## src/core/ebcs_pkg.sv

```systemverilog
// Purpose: shared constants for the external bus control block
// Assumes: 100 MHz processor clock
// Notes: wait-state count field is 3 bits wide
package ebcs_pkg;
   localparam int EBCS_WS_W = 3;
   localparam logic [2:0] EBCS_READY_MIN_WS = 3'h2;
   localparam logic EBCS_MODE_EXTERNAL = 1'b1;
   localparam logic EBCS_DIR_READ = 1'b1;
   localparam logic EBCS_DIR_WRITE = 1'b0;
   localparam logic EBCS_STROBE_IDLE_N = 1'b1;
endpackage
```

## src/core/ebcs_ctrl.sv

```systemverilog
// Purpose: strobe, ready and direction control of the external bus
// Assumes: access requests come from core logic on clk_i
// Notes: pins exposed as in/out/enable triples; strobe as out/enable only
`timescale 1ns/1ps

module ebcs_ctrl
   import ebcs_pkg::*;
#(
   parameter int WS_W = EBCS_WS_W
) (
   input wire logic clk_i,
   input wire logic reset_n_i,
   input wire logic bus_mode_select_i,
   input wire logic output_disable_n_i,
   input wire logic acc_start_i,
   input wire logic acc_write_i,
   input wire logic acc_io_i,
   input wire logic [WS_W-1:0] acc_wait_i,
   output logic acc_busy_o,
   output logic acc_done_o,
   output logic memory_strobe_n_o,
   output logic memory_strobe_oe_o,
   input wire logic ready_i,
   output logic ready_o,
   output logic ready_oe_o,
   input wire logic host_data_ready_i,
   input wire logic rw_i,
   output logic rw_o,
   output logic rw_oe_o,
   output logic host_rw_o,
   input wire logic io_space_select_n_i,
   output logic io_space_select_n_o,
   output logic io_space_select_oe_o,
   input wire logic general_io_b_line3_i,
   input wire logic general_io_b_line3_dir_i,
   input wire logic timer_b_output_i,
   input wire logic timer_b_sel_i,
   output logic general_io_b_line3_o
);
   typedef enum logic [1:0] {ebcs_idle, ebcs_wait, ebcs_ready} ebcs_state_t;

   // any state but idle means an access is open
   function automatic logic ebcs_busy(ebcs_state_t s);
      return s != ebcs_idle;
   endfunction

   // below two wait states ready is never looked at
   function automatic logic ebcs_needs_ready(logic [WS_W-1:0] ws);
      return ws >= WS_W'(EBCS_READY_MIN_WS);
   endfunction

   ebcs_state_t state_r, state_nxt;
   logic [WS_W-1:0] cnt_r, cnt_nxt;
   logic wr_r, wr_nxt;
   logic io_r, io_nxt;
   logic sample_r, sample_nxt;
   logic done_nxt, busy_nxt, host_rw_nxt;
   logic mode_s1_r, mode_r;
   logic off_s1_r, off_r;
   logic rdy_s1_r, rdy_r;
   logic rw_s1_r, rw_in_r;
   logic gp_s1_r, gp_r;
   logic strb_nxt, strb_oe_nxt;
   logic rdo_nxt, rdo_oe_nxt;
   logic rwo_nxt, rwo_oe_nxt;
   logic iso_nxt, iso_oe_nxt;

   // pins are asynchronous; two flops before use
   always_ff @(posedge clk_i) begin
      if (!reset_n_i) begin
         mode_s1_r <= 1'b0;
         mode_r <= 1'b0;
         off_s1_r <= 1'b0;
         off_r <= 1'b0;
         rdy_s1_r <= 1'b0;
         rdy_r <= 1'b0;
         rw_s1_r <= 1'b1;
         rw_in_r <= 1'b1;
         gp_s1_r <= 1'b0;
         gp_r <= 1'b0;
      end else begin
         mode_s1_r <= bus_mode_select_i;
         mode_r <= mode_s1_r;
         off_s1_r <= output_disable_n_i;
         off_r <= off_s1_r;
         rdy_s1_r <= ready_i;
         rdy_r <= rdy_s1_r;
         rw_s1_r <= rw_i;
         rw_in_r <= rw_s1_r;
         gp_s1_r <= general_io_b_line3_i;
         gp_r <= gp_s1_r;
      end
   end

   logic ext_mode;
   assign ext_mode = (mode_r == EBCS_MODE_EXTERNAL);

   always_comb begin
      state_nxt = state_r;
      cnt_nxt = cnt_r;
      wr_nxt = wr_r;
      io_nxt = io_r;
      sample_nxt = sample_r;
      done_nxt = 1'b0;

      case (state_r)
         ebcs_idle: begin
            if (acc_start_i && ext_mode) begin
               wr_nxt = acc_write_i;
               io_nxt = acc_io_i;
               cnt_nxt = acc_wait_i;
               sample_nxt = ebcs_needs_ready(acc_wait_i);
               state_nxt = ebcs_wait;
            end
         end
         ebcs_wait: begin
            // programmed waits run out before ready counts
            if (cnt_r != '0) begin
               cnt_nxt = cnt_r - 1'b1;
            end else if (sample_r) begin
               state_nxt = ebcs_ready;
            end else begin
               done_nxt = 1'b1;
               state_nxt = ebcs_idle;
            end
         end
         ebcs_ready: begin
            // retest ready each cycle
            // synced ready lags the pin by two cycles
            if (rdy_r) begin
               done_nxt = 1'b1;
               state_nxt = ebcs_idle;
            end
         end
         default: state_nxt = ebcs_idle;
      endcase
   end

   always_comb begin
      busy_nxt = ebcs_busy(state_nxt);
      strb_nxt = busy_nxt && !io_nxt ? 1'b0 : EBCS_STROBE_IDLE_N;
      strb_oe_nxt = ext_mode && off_r;

      // ready pin reversed in host mode
      rdo_nxt = host_data_ready_i;
      rdo_oe_nxt = !ext_mode && off_r;
      rwo_nxt = (busy_nxt && wr_nxt) ? EBCS_DIR_WRITE : EBCS_DIR_READ;
      // direction pin input in host mode
      rwo_oe_nxt = ext_mode && off_r;
      host_rw_nxt = ext_mode ? 1'b1 : rw_in_r;

      if (ext_mode) begin
         iso_nxt = !(busy_nxt && io_nxt);
         iso_oe_nxt = off_r;
      end else begin
         // general line 3 or timer out
         // pin value synced before it feeds the output
         iso_nxt = timer_b_sel_i ? timer_b_output_i : gp_r;
         iso_oe_nxt = off_r && (timer_b_sel_i || general_io_b_line3_dir_i);
      end
   end

   // all pin outputs registered; cost one cycle latency
   always_ff @(posedge clk_i) begin
      if (!reset_n_i) begin
         state_r <= ebcs_idle;
         cnt_r <= '0;
         wr_r <= 1'b0;
         io_r <= 1'b0;
         sample_r <= 1'b0;
         acc_busy_o <= 1'b0;
         acc_done_o <= 1'b0;
         memory_strobe_n_o <= EBCS_STROBE_IDLE_N;
         memory_strobe_oe_o <= 1'b0;
         ready_o <= 1'b0;
         ready_oe_o <= 1'b0;
         rw_o <= EBCS_DIR_READ;
         rw_oe_o <= 1'b0;
         host_rw_o <= 1'b1;
         io_space_select_n_o <= 1'b1;
         io_space_select_oe_o <= 1'b0;
         general_io_b_line3_o <= 1'b0;
      end else begin
         state_r <= state_nxt;
         cnt_r <= cnt_nxt;
         wr_r <= wr_nxt;
         io_r <= io_nxt;
         sample_r <= sample_nxt;
         acc_busy_o <= busy_nxt;
         acc_done_o <= done_nxt;
         memory_strobe_n_o <= strb_nxt;
         memory_strobe_oe_o <= strb_oe_nxt;
         ready_o <= rdo_nxt;
         ready_oe_o <= rdo_oe_nxt;
         rw_o <= rwo_nxt;
         rw_oe_o <= rwo_oe_nxt;
         host_rw_o <= host_rw_nxt;
         io_space_select_n_o <= iso_nxt;
         io_space_select_oe_o <= iso_oe_nxt;
         general_io_b_line3_o <= gp_r;
      end
   end
endmodule

```

## config.mk

```make
export PLATFORM = sky130hd
export DESIGN_NAME = ebcs_ctrl
export DESIGN_NICKNAME = d
export VERILOG_FILES = /design/src/core/ebcs_pkg.sv /design/src/core/ebcs_ctrl.sv
export SDC_FILE = /design/constraint.sdc
export NUM_CORES = 1
export LEC_CHECK = 0
export BUFFER_PORTS_ARGS = -buffer_cell sky130_fd_sc_hd__buf_2
export CORE_MARGIN = 1.5
export CORE_UTILIZATION = 45
export DETAILED_ROUTE_END_ITERATION = 7
export PLACE_DENSITY = 0.71
export SYNTH_ARGS = -nofsm -noshare
export SYNTH_HDL_FRONTEND = slang
export SYNTH_SLANG_ARGS = --single-unit
```

## constraint.sdc

```tcl
create_clock -name clk_i -period 2.2 [get_ports clk_i]
set_input_delay 0.22 -clock clk_i [delete_from_list [all_inputs] [get_ports clk_i]]
set_output_delay 0.22 -clock clk_i [all_outputs]
set_load 0.005 [all_outputs]
```

-- Yosys cells after proc, flatten, opt, wreduce, memory -nomap -nowiden
Cells that the tools add are included.
Widths: inputs -> output; s select.
- add/sub/neg operators: 1
- bitwise operators: 1
- equal/unequal tests: 4
- multiplexer cells: 21
- reduce and logical (&&, ||, !) cells: 18
- order comparisons: 1
- operator list (kind ; number):
    $mux 1 ; 12
    $mux 2 ; 4
    $logic_and 1x1->1 ; 7
    $mux 3 ; 2
    $pmux 2 s3 ; 1
    $pmux 3 s2 ; 1
    $ne 2x2->1 const B ; 2
    $reduce_bool 2->1 ; 2
    $ge 3x2->1 const B ; 1
    $logic_not 1->1 ; 3
    $reduce_and 3->1 ; 1
    $reduce_bool 3->1 ; 1
    $sub 3x1->3 const B ; 1
    $eq 2x1->1 const B ; 1
    $eq 2x2->1 const B ; 1
    $logic_not 2->1 ; 1
    $pmux 1 s2 ; 1
    $reduce_and 2->1 ; 1
    $reduce_or 2->1 ; 1
    $logic_or 1x1->1 ; 1
    $not 1->1 ; 1
- bits of input ports: 18
- output and inout port bits: 12
- register bits after elaboration: 29

-- Depth between registers and ports, before layout
Gate-level depths: netlist (run 1).
- depth after elaboration: 7
- depth in mapped cells: 7
- mapped depth without buffers: 6

-- Least setup slack after synthesis (run 1)
Ideal clock, no wire load.
- path kind: register to register
- start: register state_r[1]
- end: register cnt_r[0]
- slack: 0.547 ns
- required time: 2.105 ns
- setup time: 0.095 ns
- arrival: 1.557 ns
- cell stages (with the launch flop): 7
- period minus slack after synthesis: 1.653 ns
- cell sequence: dfxtp_1 > inv_1 > ha_1 > clkbuf_1 > a211oi_2 > o21ai_0 > a221oi_1
- word-level cells in the longest chain between the ends: 3
- ends and longest elaborated chain (item ; RTL line ; RTL):
    start: declaration ; ebcs_ctrl.sv:52 ; ebcs_state_t state_r, state_nxt;
    start signal: assignment ; ebcs_ctrl.sv:166 ; state_r <= ebcs_idle;
    start signal: assignment ; ebcs_ctrl.sv:184 ; state_r <= state_nxt;
    $eq 2x1->1 or $logic_not 2->1 (tied branches) ; ebcs_ctrl.sv:106 ; case (state_r)
    $ne 2x2->1 (no line) or $reduce_bool 2->1 (tied branches) ; - ;
    $reduce_and 3->1 (no line) ; - ;
    end signal: assignment ; ebcs_ctrl.sv:185 ; cnt_r <= cnt_nxt;
    end: declaration ; ebcs_ctrl.sv:53 ; logic [WS_W-1:0] cnt_r, cnt_nxt;
Several ways; a longest one is shown, not always the timed one.
A chain may end at the register's enable or synchronous reset.

-- Worst setup path after layout (run 1)
- start: register state_r[1]
- end: register io_space_select_n_o
- word-level cells in the longest chain between the ends: 6
- ends and longest elaborated chain (item ; RTL line ; RTL):
    $eq 2x2->1, or another cell as far along ; ebcs_ctrl.sv:106 ;
    $pmux 2 s3 ; ebcs_ctrl.sv:106 ;
    $reduce_bool 2->1 ; ebcs_ctrl.sv:44 ; return s != ebcs_idle;
    $logic_and 1x1->1 * ; ebcs_ctrl.sv:153 ; iso_nxt = !(busy_nxt && io_nxt);
    $logic_not 1->1 * ; ebcs_ctrl.sv:153 ;
    $mux 1 * ; ebcs_ctrl.sv:152 ; if (ext_mode) begin
    end signal: assignment ; ebcs_ctrl.sv:198 ; io_space_select_n_o <= iso_nxt;
    end: declaration ; ebcs_ctrl.sv:32 ; output logic io_space_select_n_o,
Mark *: on every way between the ends. The rest lies on a longest branch, timed or not.

==> results of run 1 <==
power groups by stage:
stage	combinational [mW]	sequential, mW	clock (mW)
after floorplan	0.0557	0.563	0
after global placement	0.0853	0.563	0
after detailed placement	0.0896	0.564	0
after CTS	0.0909	0.552	0.323
after global routing	0.102	0.554	0.346
final	0.0898	0.551	0.310
layer usage:
metal	wire length [microns]	vias up	track usage [%]
li1	-	436	-
met2	975	25	28.54
met4	62	0	15.38
met1	894	386	20.46
met5	0	-	0
met3	107	7	5.429
worst max-delay path: stages (launching register included):
cell,delay [ns]
dfxtp_1,0.44
inv_1,0.11
ha_1,0.24
and2_1,0.17
a222oi_1,0.50
o32ai_2,0.20
a32oi_1,0.21
placed cells by master, fill, tap and decap left out:
master / netlist / routed
a211o_1: 1 / 1
a211oi_1: 1 / 1
a211oi_2: 1 / 1
a21bo_2: 1 / 1
a21boi_0: 1 / 1
a21oi_1: 2 / 2
a221oi_1: 1 / 1
a222oi_1: 1 / 1
a311oi_1: 1 / 1
a32oi_1: 1 / 1
and2_1: 11 / 11
and2b_1: 1 / 1
and3_1: 2 / 2
buf_2: 0 / 28
clkbuf_4: 0 / 5
clkinv_1: 1 / 1
clkinv_2: 0 / 2
clkinvlp_4: 0 / 1
dfxtp_1: 29 / 29
ha_1: 6 / 6
inv_1: 8 / 8
mux2i_1: 5 / 5
nand2_1: 8 / 8
nand2b_1: 4 / 4
nor2_1: 11 / 11
nor2b_1: 1 / 1
nor3_1: 2 / 2
o21ai_0: 2 / 2
o21bai_1: 1 / 1
o22ai_1: 1 / 1
o32ai_1: 1 / 1
o32ai_2: 1 / 1
or3_1: 1 / 1
or3b_1: 1 / 1
worst max path at each step:
stage,from,endpoint,cells after the start
final,state_r[1]$_SDFF_PN0_,io_space_select_n_o$_SDFF_PN1_,6
after floorplan,state_r[1]$_SDFF_PN0_,cnt_r[0]$_SDFFE_PN0P_,6
after detailed placement,state_r[1]$_SDFF_PN0_,cnt_r[0]$_SDFFE_PN0P_,6
after global placement,state_r[1]$_SDFF_PN0_,io_space_select_n_o$_SDFF_PN1_,6
after CTS,state_r[1]$_SDFF_PN0_,io_space_select_n_o$_SDFF_PN1_,6
after global routing,state_r[1]$_SDFF_PN0_,io_space_select_n_o$_SDFF_PN1_,6
metrics by stage:
step                cells  hold WS, ns  setup slack, ns  util [%]
CTS                   172      0.05186           0.2738     58.33
finish                172      0.06369           0.2501     58.33
global route          172      0.05720          0.09538     58.33
floorplan             112       0.2930           0.5474         -
global placement      164       0.3907           0.4016     55.91
detailed placement    164       0.3924           0.3398     55.91
area by class of cell:
class                           count  share of cell area, %
Sequential cell                    29                  43.73
Multi-Input combinational cell     70                  36.38
Timing Repair Buffer               28                  10.56
Clock buffer                        5                  2.828
Tap cell                           28                  2.639
Inverter                            9                  2.545
Clock inverter                      3                  1.320
cell families (layout without fill, tap and decap cells):
kind of cell / after synthesis / after routing
and+or+nand+nor: 42 / 42
DFF: 29 / 29
AOI/OAI and AO/OA: 17 / 17
buffers and inverters: 13 / 45
adders and majority gates: 6 / 6
muxes: 5 / 5
==> metrics.md, run 1 <==
| Metric | Value |
|---|---|
| Status | `finished, final reports clean` |
| Worst Skew | `0.003894 ns` |
| Multiplexer share of the synthesized area | `4.484%` |
| Seq/Total Area, Yosys | `52.02%` |
| Xor/xnor share of the synthesized area | `0%` |
| Syn_nets | `136` |
| P per Cell Area | `716.2 mW/mm^2` |
| Pin count of the biggest net entering global routing | `17` |
| Share of the synthesized area in the top cell type | `52.02%` |
| Post-CTS resize count | `0` |
| Initial antenna violation count | `0` |
| Total Power | `950.8 uW` |
| Gp weighted congestion | `0.8317` |
| DRT antenna net count | `0` |
| Adder-Cell Fraction of Synth Area | `6.726%` |
| Num CTS Buffers | `5` |
| Worst hold path startpoint | `rw_i` |
| CTS Buffer Depth | `2` |
| Post-synthesis cell type count | `32` |
| I/O pin count | `30` |
| Total track usage | `18.41%` |
| Cell Area, Synth | `0.001116 sq mm` |
| # DRC | `0` |
| Main combinational cell family by area after synthesis | `simple AND/OR/NAND/NOR gates` |
| N_diodes | `0` |
| Minimum clock period | `1.950 ns` |
| Num rows | `17` |
| Final Instance Area | `0.001328 sq mm` |
| VDD IR-drop max | `0.4925 mV` |
| Root buffer cell | `clkbuf_4` |
| Min-Delay Endpoint | `rw_s1_r$_SDFF_PN1_` |
| Routed WL per cell | `11.85 microns` |
| Compound-Gate Fraction of Synth Area | `12.67%` |
| Pre-Repair DR Iteration Count | `5` |
| Initial Util | `49.04%` |
| Final Max Slew Viols | `0` |
| Critical R2R Capture | `io_space_select_n_o$_SDFF_PN1_` |
| Number of flip-flops in the largest register | `3` |
| Logic pwr share | `9.4%` |
| Via density per instance | `4.965` |
| Final setup TNS | `0 ns` |
| Synth area leader | `dfxtp_1` |
| Worst-Margin Slew | `0.5627 ns` |
| Final hold violation count | `0` |
| First-pass GRT wire length | `3.505 mm` |
| Overflow after GRT | `0` |
| Internal power | `707.6 uW` |
| Wirelength, routed | `2.039 mm` |
| Final count of negative-setup-slack endpoints | `0` |
| RSZ-0062 raised after global routing | `false` |
| Cells after Synth | `112` |
| Vias in the first global route | `803` |
| Worst-path clk slew | `0.09 ns` |
| DR iter-0 viols | `15` |
| R2R Path Start | `state_r[1]$_SDFF_PN0_` |
| Vias post-DR | `854` |
| Crit. End Element | `flop` |
| WP data arrival | `2.20 ns` |
| Post-CTS Setup Inserts | `0` |
| Fmax | `512.9 MHz` |
| FF/Latch Area | `580.6 sq um` |
| Count leader, synth | `dfxtp_1` |
| Async SR Flop Fraction | `0%` |
| Die height | `52.80 microns` |
| P&R area growth vs syn | `18.95%` |
| Syn avg cell area | `9.965 sq um` |
| DPL Wire Length | `1.439 mm` |
| Leakage | `0.5905 nW` |
| Sequential Power Share | `58.0%` |
| Number of H-tree levels | `2` |
| WP data required | `2.45 ns` |
| Post-Synth Simple-Gate Area | `19.39%` |
| Synth Flop Type | `dfxtp_1` |
| CTS Hold Buffers Added | `0` |
| Switch share | `25.58%` |
| Register with the most flip-flops | `cnt_r` |
| Port Buffers | `28` |
| Clock latency on the worst-skew pair | `0.33 ns` |
| Worst setup SP type | `flop` |
| Placed Area | `0.001272 sq mm` |
| Hold Path Depth | `2` |
| Final worst path period share | `88.63%` |
| Die width | `52.80 microns` |
| Yosys reg bits | `29` |
| P_sw | `243.3 uW` |
| Top Registers | `cnt_r: 3 flops, state_r: 2 flops` |
| TritonCTS clock tree | `done` |
| Share of cells above drive strength 1 | `27.08%` |
| Worst hold path type | `in2reg` |
| Clock power frac | `32.6%` |
| Fill cell count | `207` |
| Worst R2R Path Depth | `6` |
| R2R setup slack | `0.25 ns` |
| Top post-synthesis cells by area | `dfxtp_1, ha_1, and2_1` |
| Crit Path Max Fanout | `6` |
| Die area | `0.002788 sq mm` |
| Post-synth top cells | `dfxtp_1, and2_1, nor2_1, inv_1, nand2_1` |
| Post-synth EDFFs | `0` |
| Clock Sinks | `29` |
| Core ar. | `0.002276 sq mm` |
| Relative slew slack | `62.48%` |
| Synth warn | `0` |
| Nets | `167` |
| Max cap viols | `0` |
| CP Class | `reg2reg` |
| Multi-input logic area | `483.0 sq um` |
Note: power is estimated with default switching activity, not from simulation.
==> run 2: changes to the inputs <==
PLACE_DENSITY = 0.74   (was 0.71)
clock period = 1.55 ns   (was 2.2 ns; I/O delays follow)
==> metrics.md, run 2 (same netlist as run 1, synthesis figures left out) <==
| Metric | Value |
|---|---|
| Via density per instance | `5.138` |
| Core ar. | `0.002276 sq mm` |
| Multi-input logic area | `596.8 sq um` |
| I/O pin count | `30` |
| Worst Skew | `0.007042 ns` |
| Non-filler instance count after layout | `195` |
| Worst hold path type | `in2reg` |
| N_diodes | `0` |
| M3 GR Usage | `8.571%` |
| WP data required | `1.80 ns` |
| R2R Path Start | `cnt_r[0]$_SDFFE_PN0P_` |
| Most Crowded Layer GR | `met2` |
| VDD IR-drop max | `0.8764 mV` |
| WP data arrival | `1.94 ns` |
| Number of H-tree levels | `2` |
| GR met2 Demand/Resource | `33.54%` |
| Crit. End Element | `flop` |
| Worst-path clk slew | `0.09 ns` |
| Top Registers | `cnt_r: 3 flops, state_r: 2 flops` |
| Placed cells | `179` |
| Die height | `52.80 microns` |
| Commonest non-fill, non-tap cell in the layout | `buf_2` |
| Worst slack, placed | `-0.09287 ns` |
| Gp weighted congestion | `0.8816` |
| Crit path cell chain | `inv_2 > ha_4 > or3b_1 > a222oi_1 > buf_4 > o32ai_4 > a32oi_1` |
| Worst setup SP type | `flop` |
| Register with the most flip-flops | `cnt_r` |
| Buf+Inv Stages, Crit Path | `2` |
| Crit path launch | `cnt_r[0]$_SDFFE_PN0P_` |
| Clock latency on the worst-skew pair | `0.32 ns` |
| Root buffer cell | `clkbuf_4` |
| TritonCTS clock tree | `done` |
| Final worst path period share | `108.8%` |
| Largest stage delay on the critical path | `0.35 ns` |
| Status | `finished, violations left` |
| Initial antenna violation count | `0` |
| Worst-Margin Slew | `0.3274 ns` |
| Final setup TNS | `-0.5999 ns` |
| Wirelength, routed | `2.623 mm` |
| Total track usage | `20.56%` |
| Num rows | `17` |
| Internal power | `1.215 mW` |
| Final count of negative-setup-slack endpoints | `8` |
| Pre-Repair DR Iteration Count | `6` |
| First-pass GRT wire length | `3.905 mm` |
| Minimum clock period | `1.686 ns` |
| Die width | `52.80 microns` |
| Port Buffers | `28` |
| Die area | `0.002788 sq mm` |
| Final hold violation count | `0` |
| Met1 usage in global routing | `21.89%` |
| CP Class | `reg2reg` |
| Vias in the first global route | `929` |
| Crit Path Max Fanout | `3` |
| FF/Latch Area | `583.1 sq um` |
| Max cap viols | `0` |
| Leakage | `0.7304 nW` |
| Num CTS Buffers | `5` |
| P per Cell Area | `945.6 mW/mm^2` |
| Vias post-DR | `1002` |
| RSZ-0062 raised after global routing | `true` |
| Failing checks | `negative setup slack` |
| Fmax | `593.1 MHz` |
| Routed WL per cell | `13.45 microns` |
| CTS Buffer Depth | `2` |
| Final Max Slew Viols | `0` |
| Share of cells above drive strength 1 | `46.11%` |
| DR iter-0 viols | `31` |
| Clock power frac | `36.5%` |
| Logic pwr share | `13.6%` |
| CP top delay family | `compound AO/OA/AOI/OAI gates` |
| Number of flip-flops in the largest register | `3` |
| Layout Utilization | `72.90%` |
| P&R area growth vs syn | `48.65%` |
| Switch share | `22.59%` |
| Final WS setup | `-0.1362 ns` |
| Nets | `191` |
| Initial Util | `49.04%` |
| DPL Wire Length | `1.635 mm` |
| Slowest cell on crit path | `or3b_1` |
| Worst hold path startpoint | `ready_i` |
| Most frequent cells in the layout | `buf_2, dfxtp_1, buf_4, nor2_1, and2_1` |
| DRT antenna net count | `0` |
| Relative slew slack | `77.55%` |
| Pin count of the biggest net entering global routing | `16` |
| Fill cell count | `152` |
| Overflow after GRT | `0` |
| Clock Sinks | `29` |
| Min Hold Slack | `0.03064 ns` |
| Sequential Power Share | `50.0%` |
| P_sw | `354.3 uW` |
| # DRC | `0` |
[run 2: final timing paths]
| check | end | slack, ns | cells past startpoint |
|---|---|---|---|
| setup / recovery | io_space_select_n_o$_SDFF_PN1_ | -0.14 | 7 |
| hold / removal | rdy_s1_r$_SDFF_PN0_ | 0.03 | 2 |
| setup reg to reg | io_space_select_n_o$_SDFF_PN1_ | -0.14 | 7 |
| hold reg to reg | host_rw_o$_SDFF_PP1_ | 0.42 | 1 |
[run 2: stage by stage]
stage          cell area, sq um  power [mW]
6_report                   1659       1.569
3_3_place_gp               1406      0.9534
4_1_cts                    1544       1.549
2_1_floorplan              1141      0.8871
3_5_place_dp               1406      0.9610
5_1_grt                    1659       1.631
[run 2: worst reg2reg max path, delay by kind of cell, from the launching register on]
family / cells / cell delay [ns]
compound gates: 3 / 0.52
simple gates: 1 / 0.35
flops: 1 / 0.31
buf+inv: 2 / 0.29
fa+ha+maj: 1 / 0.14
[run 2: final cells by class]
type                       instances  share of cell area, %
timing repair buffer              52                  20.36
sequential                        29                  35.14
clock inverter                     2                  2.112
tap                               28                  2.112
inverter                           9                  2.036
multi-input combinational         70                  35.97
clock buffer                       5                  2.262
[run 2: what timing repair did]
| action | 4_1_cts | 5_1_grt |
|---|---|---|
| buffers inserted | 2 | 6 |
| hold buffers | 1 | 0 |
| endpoints found under the setup margin | 7 | 7 |
| endpoints found under the hold margin | 1 | 0 |
| gates resized for setup | 11 | 12 |
| pin swaps | 6 | 5 |
[run 2: per-layer routing]
| metal | vias to the layer above | part of all wire [%] |
|---|---|---|
| met4 | 0 | 4.9 |
| li1 | 485 | - |
| met3 | 16 | 6.4 |
| met1 | 460 | 40 |
| met2 | 41 | 48 |
| met5 | - | 0 |
[run 2: power groups by stage]
stage | Sequential [mW] | Clock, mW | Combinational (mW)
final | 0.784 | 0.572 | 0.213
after detailed placement | 0.801 | 0 | 0.160
after floorplan | 0.800 | 0 | 0.0868
after global routing | 0.788 | 0.613 | 0.230
after CTS | 0.784 | 0.589 | 0.176
after global placement | 0.799 | 0 | 0.154
==> run 3: changes to the inputs <==
CORE_ASPECT_RATIO = 1.75   (was not set)
==> metrics.md, run 3 (same netlist as run 1, synthesis figures left out) <==
| Metric | Value |
|---|---|
| Routed WL per cell | `13.21 microns` |
| Die width | `40.65 microns` |
| Root buffer cell | `clkbuf_8` |
| Vias in the first global route | `936` |
| RSZ-0062 raised after global routing | `true` |
| Worst-path clk slew | `0.06 ns` |
| Die area | `0.002800 sq mm` |
| Min Hold Slack | `0.06993 ns` |
| Leakage | `0.7035 nW` |
| Clock latency on the worst-skew pair | `0.28 ns` |
| Final Max Slew Viols | `0` |
| Via density per instance | `4.920` |
| Top Registers | `cnt_r: 3 flops, state_r: 2 flops` |
| Worst slack, placed | `-0.08635 ns` |
| Share of cells above drive strength 1 | `44.44%` |
| WP data required | `1.75 ns` |
| Core ar. | `0.002331 sq mm` |
| Num CTS Buffers | `5` |
| Most frequent cells in the layout | `buf_2, dfxtp_1, buf_4, nor2_1, and2_1` |
| Hold Path Depth | `2` |
| Die height | `68.88 microns` |
| Overflow after GRT | `0` |
| Worst-Margin Slew | `0.2407 ns` |
| Vias post-DR | `920` |
| TritonCTS clock tree | `done` |
| Num rows | `23` |
| Initial Util | `47.88%` |
| Nets | `185` |
| Pre-Repair DR Iteration Count | `4` |
| Worst Skew | `0.007796 ns` |
| WP data arrival | `1.82 ns` |
| Port Buffers | `28` |
| CTS Buffer Depth | `2` |
| DPL Wire Length | `1.791 mm` |
| Final WS setup | `-0.07133 ns` |
| Commonest non-fill, non-tap cell in the layout | `buf_2` |
| # DRC | `0` |
| VDD IR-drop max | `0.7686 mV` |
| Crit Path Max Fanout | `3` |
| Number of H-tree levels | `2` |
| Gp weighted congestion | `0.7254` |
| DRT antenna net count | `0` |
| Clock Sinks | `29` |
| I/O pin count | `30` |
| Max cap viols | `0` |
| CTS Hold Buffers Added | `0` |
| CP Class | `reg2reg` |
| Worst hold path type | `in2reg` |
| Final setup TNS | `-0.1225 ns` |
| P per Cell Area | `986.9 mW/mm^2` |
| Pin count of the biggest net entering global routing | `16` |
| Final hold violation count | `0` |
| Number of flip-flops in the largest register | `3` |
| First-pass GRT wire length | `3.864 mm` |
| N_diodes | `0` |
| DR iter-0 viols | `11` |
| Failing checks | `negative setup slack` |
| Crit. End Element | `flop` |
| Initial antenna violation count | `0` |
| Worst setup SP type | `flop` |
| Wirelength, routed | `2.470 mm` |
| Worst R2R Path Depth | `7` |
| P&R area growth vs syn | `41.14%` |
| Status | `finished, violations left` |
| Register with the most flip-flops | `cnt_r` |
| Minimum clock period | `1.621 ns` |
| Fmax | `616.8 MHz` |
| Final worst path period share | `104.6%` |
| Final count of negative-setup-slack endpoints | `2` |
| Total track usage | `21.11%` |
| Relative slew slack | `83.49%` |
| Fill cell count | `199` |
run 3: changes by cell type in the layout (fill, tap and decap cells not counted), sizes merged:
cell | before | now
buf | 51 | 46
bufinv | 1 | 0
clkinv | 2 | 3
clkinvlp | 0 | 1
dlygate4sd3 | 1 | 0
run 3: worst max-delay path, stage by stage (launching register included):
cell      delay (ns)
dfxtp_2         0.32
inv_2           0.08
ha_4            0.14
or3b_1          0.35
a222oi_1        0.23
buf_4           0.18
o32ai_2         0.08
a32oi_1         0.16
run 3: through the flow:
step                      instance area (sq um)  power (mW)  instances  utilization, %
after floorplan                            1141      0.8871        112               -
after global placement                     1395      0.9544        175           59.85
after detailed placement                   1395      0.9612        175           59.85
after CTS                                  1495       1.555        184           64.14
after global routing                       1575       1.628        187           67.58
final                                      1575       1.555        187           67.58
run 3: repair_timing:
action / CTS / global route
setup buffers: 1 / 3
setup endpoints to repair: 4 / 9
pin swaps: 3 / 5
gates resized for setup: 5 / 14
run 3: area by class of cell:
| class | count | area, sq um | area share (%) |
|---|---|---|---|
| clock buffer | 5 | 68.82 | 4.369 |
| clock inverter | 3 | 17.52 | 1.112 |
| inverter | 9 | 36.28 | 2.303 |
| multi-input combinational | 70 | 555.5 | 35.27 |
| sequential | 29 | 586.8 | 37.25 |
| tap | 25 | 31.28 | 1.986 |
| timing repair buffer | 46 | 279.0 | 17.71 |
run 3: final timing paths:
path | start | end | slack, ns
worst max-delay path | cnt_r[1]$_SDFFE_PN0P_ | io_space_select_n_o$_SDFF_PN1_ | -0.07
worst min-delay path | rw_i | rw_s1_r$_SDFF_PN1_ | 0.07
worst max register to register | cnt_r[1]$_SDFFE_PN0P_ | io_space_select_n_o$_SDFF_PN1_ | -0.07
worst min register to register | rw_s1_r$_SDFF_PN1_ | rw_in_r$_SDFF_PN1_ | 0.40
run 3: per-layer routing:
| layer | vias to the layer above | share of wire (%) | GRT usage (%) |
|---|---|---|---|
| li1 | 470 | - | - |
| met1 | 425 | 36 | 19.96 |
| met2 | 21 | 59 | 38.69 |
| met3 | 4 | 3.2 | 5.769 |
| met4 | 0 | 1.2 | 10.00 |
| met5 | - | 0 | 0 |
run 3: report_power, final:
group	internal (mW)	switching (mW)	total, mW
Clock	0.308	0.277	0.585
Combinational	0.0985	0.0860	0.184
Sequential	0.773	0.0121	0.785
Total	1.18	0.375	1.55
